## src/rtl/jsli_map.vh

```
`ifndef JSLI_MAP_VH
`define JSLI_MAP_VH
// ****************************************
// sync source select codes
// ****************************************
`define JSLI_SRC_SINGLE 2'h0
`define JSLI_SRC_DIFF 2'h1
`define JSLI_SRC_TSTAMP 2'h2
// ****************************************
// encoding modes
// ****************************************
`define JSLI_ENC_8B10B 1'b0
`define JSLI_ENC_64B66B 1'b1
// ****************************************
// init states
// ****************************************
`define JSLI_ST_IDLE 2'h0
`define JSLI_ST_CGS 2'h1
`define JSLI_ST_ILAS 2'h2
`define JSLI_ST_DATA 2'h3
// ****************************************
// timing
// ****************************************
`define JSLI_SYNC_STAGES 2
`define JSLI_ILAS_MULTIFRAMES 4
`endif

```

## src/rtl/jsli_sync.v

```verilog
`default_nettype none
// ****************************************
// two or more flop level synchroniser
// ****************************************
module jsli_sync #(
    parameter STAGES = 2,
    parameter RESET_VAL = 1'b1
) (
    input wire clk_sys_i,
    input wire sys_rst_i,
    input wire async_i,
    output wire sync_o
);
    reg [STAGES-1:0] chain_q;
    // first stage feeds only the next stage
    always @(posedge clk_sys_i) begin
        if (sys_rst_i) begin
            chain_q <= {STAGES{RESET_VAL}};
        end else begin
            chain_q <= {chain_q[STAGES-2:0], async_i};
        end
    end
    assign sync_o = chain_q[STAGES-1];
endmodule
`default_nettype wire

```

## src/rtl/jsli_link_init.v

```verilog
// Summary of operation
// - single-ended sync used only when select 0, 8B/10B
// - sync request is active low
// - low request starts code group sync
// - rising request starts lane alignment sequence
// - 64B/66B modes ignore sync request
// - other sources disregard single-ended sync
// - sysref receiver off when enable cleared
// - timestamp input may serve as sync, 8B/10B
`include "jsli_map.vh"
`default_nettype none
module jsli_link_init #(
    parameter STAGES = `JSLI_SYNC_STAGES,
    parameter ILAS_MF = `JSLI_ILAS_MULTIFRAMES
) (
    input wire clk_sys_i,
    input wire sys_rst_i,
    input wire single_ended_sync_in_n_i,
    input wire differential_sync_in_n_i,
    input wire timestamp_in_n_i,
    input wire sysref_in_i,
    input wire [1:0] sync_source_select_i,
    input wire encoding_mode_i,
    input wire sysref_receiver_enable_i,
    input wire multiframe_end_i,
    output reg send_cgs_o,
    output reg send_ilas_o,
    output reg send_data_o,
    output reg [1:0] init_state_o,
    output reg sysref_receiver_power_o,
    output reg sysref_pulse_o
);
    // ****************************************
    // synchronisers
    // ****************************************
    wire se_s;
    wire diff_s;
    wire ts_s;
    wire sr_s;
    // every sync and sysref pin passes the chain before any logic
    jsli_sync #(.STAGES(STAGES), .RESET_VAL(1'b1)) u_se (
        .clk_sys_i(clk_sys_i),
        .sys_rst_i(sys_rst_i),
        .async_i(single_ended_sync_in_n_i),
        .sync_o(se_s)
    );
    jsli_sync #(.STAGES(STAGES), .RESET_VAL(1'b1)) u_diff (
        .clk_sys_i(clk_sys_i),
        .sys_rst_i(sys_rst_i),
        .async_i(differential_sync_in_n_i),
        .sync_o(diff_s)
    );
    jsli_sync #(.STAGES(STAGES), .RESET_VAL(1'b1)) u_ts (
        .clk_sys_i(clk_sys_i),
        .sys_rst_i(sys_rst_i),
        .async_i(timestamp_in_n_i),
        .sync_o(ts_s)
    );
    // ungated input: the enable is applied only after the chain
    jsli_sync #(.STAGES(STAGES), .RESET_VAL(1'b0)) u_sr (
        .clk_sys_i(clk_sys_i),
        .sys_rst_i(sys_rst_i),
        .async_i(sysref_in_i),
        .sync_o(sr_s)
    );
    // ****************************************
    // source selection
    // ****************************************
    function sel_sync;
        input [1:0] sel;
        input a;
        input b;
        input c;
        begin
            case (sel)
                `JSLI_SRC_SINGLE: sel_sync = a;
                `JSLI_SRC_DIFF: sel_sync = b;
                `JSLI_SRC_TSTAMP: sel_sync = c;
                default: sel_sync = 1'b1;
            endcase
        end
    endfunction
    // ****************************************
    // request selection
    // ****************************************
    wire is_8b10b = (encoding_mode_i == `JSLI_ENC_8B10B);
    // 64b66b forces an idle level: no request ever seen
    wire req_n = is_8b10b ?
        sel_sync(sync_source_select_i, se_s, diff_s, ts_s) : 1'b1;
    reg req_n_q;
    wire req_fall = req_n_q & ~req_n;
    wire req_rise = ~req_n_q & req_n;
    reg sr_q;
    reg [1:0] state_q;
    reg [1:0] state_d;
    reg [7:0] mf_cnt_q;
    reg [7:0] mf_cnt_d;
    // counter kept 8 bits: alignment length stays below 256
    wire ilas_last = (mf_cnt_q == ILAS_MF[7:0] - 8'h01);
    // ****************************************
    // state decode
    // ****************************************
    function in_state;
        input [1:0] st;
        input [1:0] want;
        begin
            in_state = (st == want);
        end
    endfunction
    // ****************************************
    // init state machine
    // ****************************************
    always @* begin
        state_d = state_q;
        case (state_q)
            `JSLI_ST_IDLE: begin
                // level, not edge: a request held over reset counts
                if (!is_8b10b) begin
                    state_d = `JSLI_ST_DATA;
                end else if (!req_n) begin
                    state_d = `JSLI_ST_CGS;
                end
            end
            `JSLI_ST_CGS: begin
                // only the rising edge, or 64b66b mode, leaves cgs
                if (!is_8b10b) begin
                    state_d = `JSLI_ST_DATA;
                end else if (req_rise) begin
                    state_d = `JSLI_ST_ILAS;
                end
            end
            `JSLI_ST_ILAS: begin
                if (!is_8b10b) begin
                    state_d = `JSLI_ST_DATA;
                end else if (!req_n) begin
                    state_d = `JSLI_ST_CGS;
                end else if (multiframe_end_i && ilas_last) begin
                    state_d = `JSLI_ST_DATA;
                end
            end
            `JSLI_ST_DATA: begin
                // a new low request restarts the link
                if (is_8b10b && req_fall) begin
                    state_d = `JSLI_ST_CGS;
                end
            end
            default: state_d = `JSLI_ST_IDLE;
        endcase
    end
    // ****************************************
    // alignment length counter
    // ****************************************
    // cleared outside ilas so a restart always counts from zero
    always @* begin
        mf_cnt_d = mf_cnt_q;
        if (!in_state(state_q, `JSLI_ST_ILAS)) begin
            mf_cnt_d = 8'h00;
        end else if (is_8b10b && req_n && multiframe_end_i) begin
            mf_cnt_d = mf_cnt_q + 8'h01;
        end
    end
    // ****************************************
    // request edge detect
    // ****************************************
    // resets to the idle level so no false edge follows reset
    always @(posedge clk_sys_i) begin
        if (sys_rst_i) begin
            req_n_q <= 1'b1;
        end else begin
            req_n_q <= req_n;
        end
    end
    // ****************************************
    // state registers
    // ****************************************
    always @(posedge clk_sys_i) begin
        if (sys_rst_i) begin
            state_q <= `JSLI_ST_IDLE;
            mf_cnt_q <= 8'h00;
        end else begin
            state_q <= state_d;
            mf_cnt_q <= mf_cnt_d;
        end
    end
    // ****************************************
    // lane outputs
    // ****************************************
    // taken from the next state so outputs line up with state_q
    always @(posedge clk_sys_i) begin
        if (sys_rst_i) begin
            send_cgs_o <= 1'b0;
            send_ilas_o <= 1'b0;
            send_data_o <= 1'b0;
            init_state_o <= `JSLI_ST_IDLE;
        end else begin
            send_cgs_o <= in_state(state_d, `JSLI_ST_CGS);
            send_ilas_o <= in_state(state_d, `JSLI_ST_ILAS);
            send_data_o <= in_state(state_d, `JSLI_ST_DATA);
            init_state_o <= state_d;
        end
    end
    // ****************************************
    // system reference receiver
    // ****************************************
    // enable gates after the chain so the pin only meets flops
    // limitation: a pin already high at enable gives no pulse
    always @(posedge clk_sys_i) begin
        if (sys_rst_i) begin
            sr_q <= 1'b0;
            sysref_receiver_power_o <= 1'b0;
            sysref_pulse_o <= 1'b0;
        end else begin
            sr_q <= sr_s;
            sysref_receiver_power_o <= sysref_receiver_enable_i;
            sysref_pulse_o <= sysref_receiver_enable_i & sr_s & ~sr_q;
        end
    end
endmodule
`default_nettype wire

```

## config.mk

```make
export PLATFORM = sky130hd
export DESIGN_NAME = jsli_link_init
export DESIGN_NICKNAME = d
export VERILOG_FILES = /design/src/rtl/jsli_sync.v /design/src/rtl/jsli_link_init.v
export VERILOG_INCLUDE_DIRS = /design/src /design/src/rtl
export SDC_FILE = /design/constraint.sdc
export NUM_CORES = 1
export LEC_CHECK = 0
export ABC_AREA = 1
export BUFFER_PORTS_ARGS = -buffer_cell sky130_fd_sc_hd__buf_2
export CAP_MARGIN = 20
export CELL_PAD_IN_SITES_DETAIL_PLACEMENT = 1
export CELL_PAD_IN_SITES_GLOBAL_PLACEMENT = 2
export CORE_MARGIN = 2
export CORE_UTILIZATION = 27
export CTS_BUF_LIST = sky130_fd_sc_hd__clkbuf_16
export DETAILED_ROUTE_END_ITERATION = 6
export HOLD_SLACK_MARGIN = 0.05
export PLACE_DENSITY = 0.84
export SLEW_MARGIN = 25
export SYNTH_ARGS = -nofsm -noshare
export SYNTH_HDL_FRONTEND = slang
export SYNTH_SLANG_ARGS = --single-unit
```

## constraint.sdc

```tcl
create_clock -name clk_sys_i -period 1.24 [get_ports clk_sys_i]
set_clock_uncertainty 0.1 [all_clocks]
set_input_delay 0.124 -clock clk_sys_i [delete_from_list [all_inputs] [get_ports clk_sys_i]]
set_output_delay 0.124 -clock clk_sys_i [all_outputs]
set_load 0.005 [all_outputs]
```

# --- After elaboration in Yosys (flattened, before gate mapping) ---
# Cells that the tools add are included.
word_totals:
  elab_cells: 50
  out_inout_bits: 7
  inputBits: 11
  regBits: 25
op_classes:
  reduce_logical: 7
  addsub: 1
  mux: 11
  bitwise_logic: 9
  n_eq_ne: 9
ops:
  columns: ["cell", "n"]
  rows:
  - ["$mux 2", 8]
  - ["$eq 2x2->1 const B", 5]
  - ["$add 8x1->8 const B", 1]
  - ["$eq 8x2->1 const B", 1]
  - ["$pmux 2 s4", 1]
  - ["$eq 2x1->1 const B", 3]
  - ["$not 1->1", 5]
  - ["$and 1x1->1", 4]
  - ["$logic_and 1x1->1", 4]
  - ["$logic_not 2->1", 2]
  - ["$pmux 1 s3", 1]
  - ["$reduce_or 2->1", 1]
  - ["$mux 1", 1]

# --- Depth between registers and ports, before layout ---
logic_depth:
  word_depth: 9
  depth_mapped: 9
  mapped_depth_nobuf: 9

# --- Cells and area by module ---
# A second synthesis with hierarchy kept.
hier_totals:
  hier_cells: 148
  hier_area_um2: 1082.3
modules_own_cells:
  columns: ["module", "cells_per_inst", "seq_area_each_um2", "area_each_um2", "n_inst"]
  rows:
  - ["jsli_link_init", 121, 340.3, 850.8, 1]
  - ["jsli_sync at u_diff ...", 7, 40.0, 58.8, 3]
  - ["jsli_sync at u_sr", 6, 40.0, 55.1, 1]

# --- Least setup slack after synthesis ---
# Ideal clock, no wire load.
synth_timing:
  path_type: "flip-flop to flip-flop"
  startpoint: "register mf_cnt_q[0]"
  endpoint: "register init_state_o[0]"
  n_path_buf: 0
  synth_period_minus_slack_ps: 1226
  required_ps: 1075
  path_stages_with_launch: 10
  slack_ps: 14
  arrival_time_ps: 1062
  setup_time_ps: 65
  cell_sequence: "dfxtp_1 ha_1 nand2_1 nor2_1 nand2_1 nand2_1 nand2_1 nand2_1 inv_1 nor2_1"
synth_between:
  elab_chain_len: 6
synth_lines:
  columns: ["item", "line_no", "source"]
  rows:
  - ["start: declaration", "jsli_link_init.v:96", "reg [7:0] mf_cnt_q;"]
  - ["start signal: assignment", "jsli_link_init.v:182", "mf_cnt_q <= mf_cnt_d;"]
  - ["$eq 8x2->1", "jsli_link_init.v:99", "wire ilas_last = (mf_cnt_q == ILAS_MF[7:0] - 8'h01);"]
  - ["$logic_and 1x1->1", "jsli_link_init.v:137", "end else if (multiframe_end_i && ilas_last) begin"]
  - ["$mux 2", "jsli_link_init.v:137", null]
  - ["$mux 2", "jsli_link_init.v:135", "end else if (!req_n) begin"]
  - ["$mux 2", "jsli_link_init.v:133", "if (!is_8b10b) begin"]
  - ["$pmux 2 s4", "jsli_link_init.v:115", "case (state_q)"]
  - ["end signal: assignment", "jsli_link_init.v:194", "init_state_o <= `JSLI_ST_IDLE;"]
  - ["end signal: assignment", "jsli_link_init.v:199", "init_state_o <= state_d;"]
  - ["end: declaration", "jsli_link_init.v:29", "output reg [1:0] init_state_o,"]
# No other way between the ends.
# A chain may end at the register's enable or synchronous reset.

# --- Worst setup path after layout ---
layout_timing:
  startpoint: "register u_se.chain_q[1]"
  endpoint: "register mf_cnt_q[0]"
layout_between:
  elab_chain_len: 4
layout_lines:
  columns: ["item", "line_no", "source"]
  rows:
  - ["start: declaration", "jsli_sync.v:14", "reg [STAGES-1:0] chain_q;"]
  - ["start signal: assignment", "jsli_sync.v:18", "chain_q <= {STAGES{RESET_VAL}};"]
  - ["start signal: assignment", "jsli_sync.v:20", "chain_q <= {chain_q[STAGES-2:0], async_i};"]
  - ["$pmux 1 s3", "jsli_link_init.v:75", "case (sel)"]
  - ["$mux 1", "jsli_link_init.v:88", "wire req_n = is_8b10b ?"]
  - ["$logic_and 1x1->1 (2 in a row)", "jsli_link_init.v:158", "end else if (is_8b10b && req_n && multiframe_end_i) begin"]
# No other way between the ends.

==> results.ini <==
[cells_and_area]
areaGrowthSynthToFinish_pct=35.3
fillers=459
finalNetCount=185
drive_above_1_share=0.372
diodes=0
final_common_cell=nand2_1
stdcell_count=220
mostFrequentLayoutCells=nand2_1 (35), inv_1 (22), dfxtp_1 (18)

[pwr]
power.density_nw_per_um2=1190
power_mw=1.71
p_leak_nw=0.676
ir_drop_uv=561

[sta]
min_period_ns=1.26
slew_headroom=0.756
rsz0062_at_grt=true
tns_ns=-0.0350
clock.fmax_mhz=792
setup_viol=2
worst_hold_slack_ns=0.0709
tightest_slew_ns=0.366
post-route-period-util=1.02
hold_violations=0
setup_slack_ns=-0.0234
drv_slew=0

[setup_path]
cp_cell_sequence=nand2_2 > nand3_4 > nand3_4 > nor2_4 > nand2_1 > a21oi_2
slowest_stage=dfxtp_2
critPathMaxStageDelay_ns=0.33
critPathArrivalTime_ns=1.35
cp_data_required_time_ns=1.33
setup.worst_path.start_class=flop
cp-end-kind=flop
crit_path_frequent_cell=nand3_4
crit_path_max_fanout=8
critical_path_class=flop to flop

[clocking]
cts_buffers=3
cts-root-buf=clkbuf_16
cts_setup_buffers=0
cts_buffer_depth=2
cts_tree=done
cts_max_level=1
cts.sinks=25
worstSkewPairLatency_ns=0.26
clk_pin_slew_ns=0.06

[drt]
viasPerCell=4.45
drtIter0Drc=37
vias=978
antenna_left=0
routed_wl_mm=2.52
drtPass1Iterations=2
drc_errors=0
wl_per_cell_um=11.5

[synth]
synth_cell_type_count=19
ys_seq_area_frac=0.469
synth_seq_cells=25
yosysWarnings=0
synth_area_per_cell_um2=7.40
synth_area_um2=1070
synth_cells=144
syn_nets=156

[global_route]
grt_overflow=0
antenna_found_initial=0
grt_pass1_vias=1047
grt_pass1_wl_mm=4.58
grt_max_degree=16
grt_usage=0.136

[placed_design]
hpwl_mm=1.83
placed_cells=211
gp_congestion=0.785
port_buffers=17
place_ws_ns=-0.0614

[die]
die_area_um2=4470
io_pins=18
chipHeight_um=66.8
core_um2=3720
initial_core_util=0.287
fp-row-count=22
die_w_um=66.8

[run_status]
status=finished with violations
violations=negative setup slack

[job]
drv_cap=0

[min_path]
hold_path.class=primary input to flop

-- synth_stat cells, drive strengths merged --
master	number	area share
nand2	43	0.15
dfxtp	25	0.47
inv	25	0.088
nor2	16	0.070
nand3	10	0.056
a21oi	8	0.041
or2	6	0.035
nand4	4	0.029
xor2	3	0.025
clkbuf	1	0.0035
ha	1	0.012
nand3b	1	0.011
nor4	1	0.0059
-- where the power goes --
part	leakage (nW)	switching [mW]	internal (mW)
logic	0.428	0.0933	0.0680
registers	0.207	0.0125	0.833
clock network	0.0409	0.273	0.434
total	0.676	0.379	1.34
-- worst max-delay path: cells and delay by family (launching register included) --
family,cells,cell delay [ns]
flip-flops,1,0.33
AND/OR/NAND/NOR,5,0.63
AO/OA/AOI/OAI,1,0.13
-- metal layers --
layer	GRT usage	routed length, um	up-vias	part of all wire
met5	0	0	-	0
met4	0.0383	30	0	0.012
met3	0.0321	91	4	0.036
met2	0.244	1350	16	0.53
met1	0.161	1050	461	0.42
li1	-	-	497	-
-- per-stage QoR --
step,utilization,cell area [um^2]
finish,0.388,1440
floorplan,-,1070
CTS,0.373,1390
global placement,0.331,1230
detailed placement,0.331,1230
global route,0.388,1440
-- flip-flops by register name, summed over array words and instances (netlist names) --
signal                   count
req_n_q                      1
mf_cnt_q                     8
sr_q                         1
u_ts.chain_q                 2
send_cgs_o                   1
sysref_pulse_o               1
sysref_receiver_power_o      1
send_ilas_o                  1
u_diff.chain_q               2
u_se.chain_q                 2
init_state_o                 2
send_data_o                  1
u_sr.chain_q                 2
-- repair_timing --
item / CTS / global route
endpoints found under the hold margin: 6 / 0
hold buffers: 5 / 0
resized for setup: 8 / 19
endpoints found under the setup margin: 7 / 13
pin swaps: 3 / 18
-- cells by family after synthesis --
logic type                 after synthesis  share of synthesized area
xor gates and xnor gates                 3                     0.0247
DFF                                     25                      0.469
and+or+nand+nor                         81                      0.362
adders and majority gates                1                     0.0117
buffers and inverters                   26                     0.0915
AOI/OAI and AO/OA                        8                     0.0411
-- area by class of cell --
cell class / count / area [um^2] / share of cell area
multi-input cells: 93 / 542 / 0.376
inverters: 25 / 93.8 / 0.0650
clock inverters: 1 / 5.00 / 0.00347
well taps: 48 / 60.1 / 0.0416
flip-flops and latches: 25 / 509 / 0.353
clock buffers: 3 / 75.1 / 0.0520
repair buffers: 25 / 158 / 0.109
-- worst paths after layout --
kind                         from         endpoint  slack, ns  cells past startpoint
setup / recovery  u_se.chain_q[1]      mf_cnt_q[0]      -0.02                      6
hold / removal          sys_rst_i  init_state_o[0]       0.07                      2
setup reg to reg  u_se.chain_q[1]      mf_cnt_q[0]      -0.02                      6
hold reg to reg              sr_q   sysref_pulse_o       0.30                      1
No activity file was read; power rests on OpenSTA's default activity.
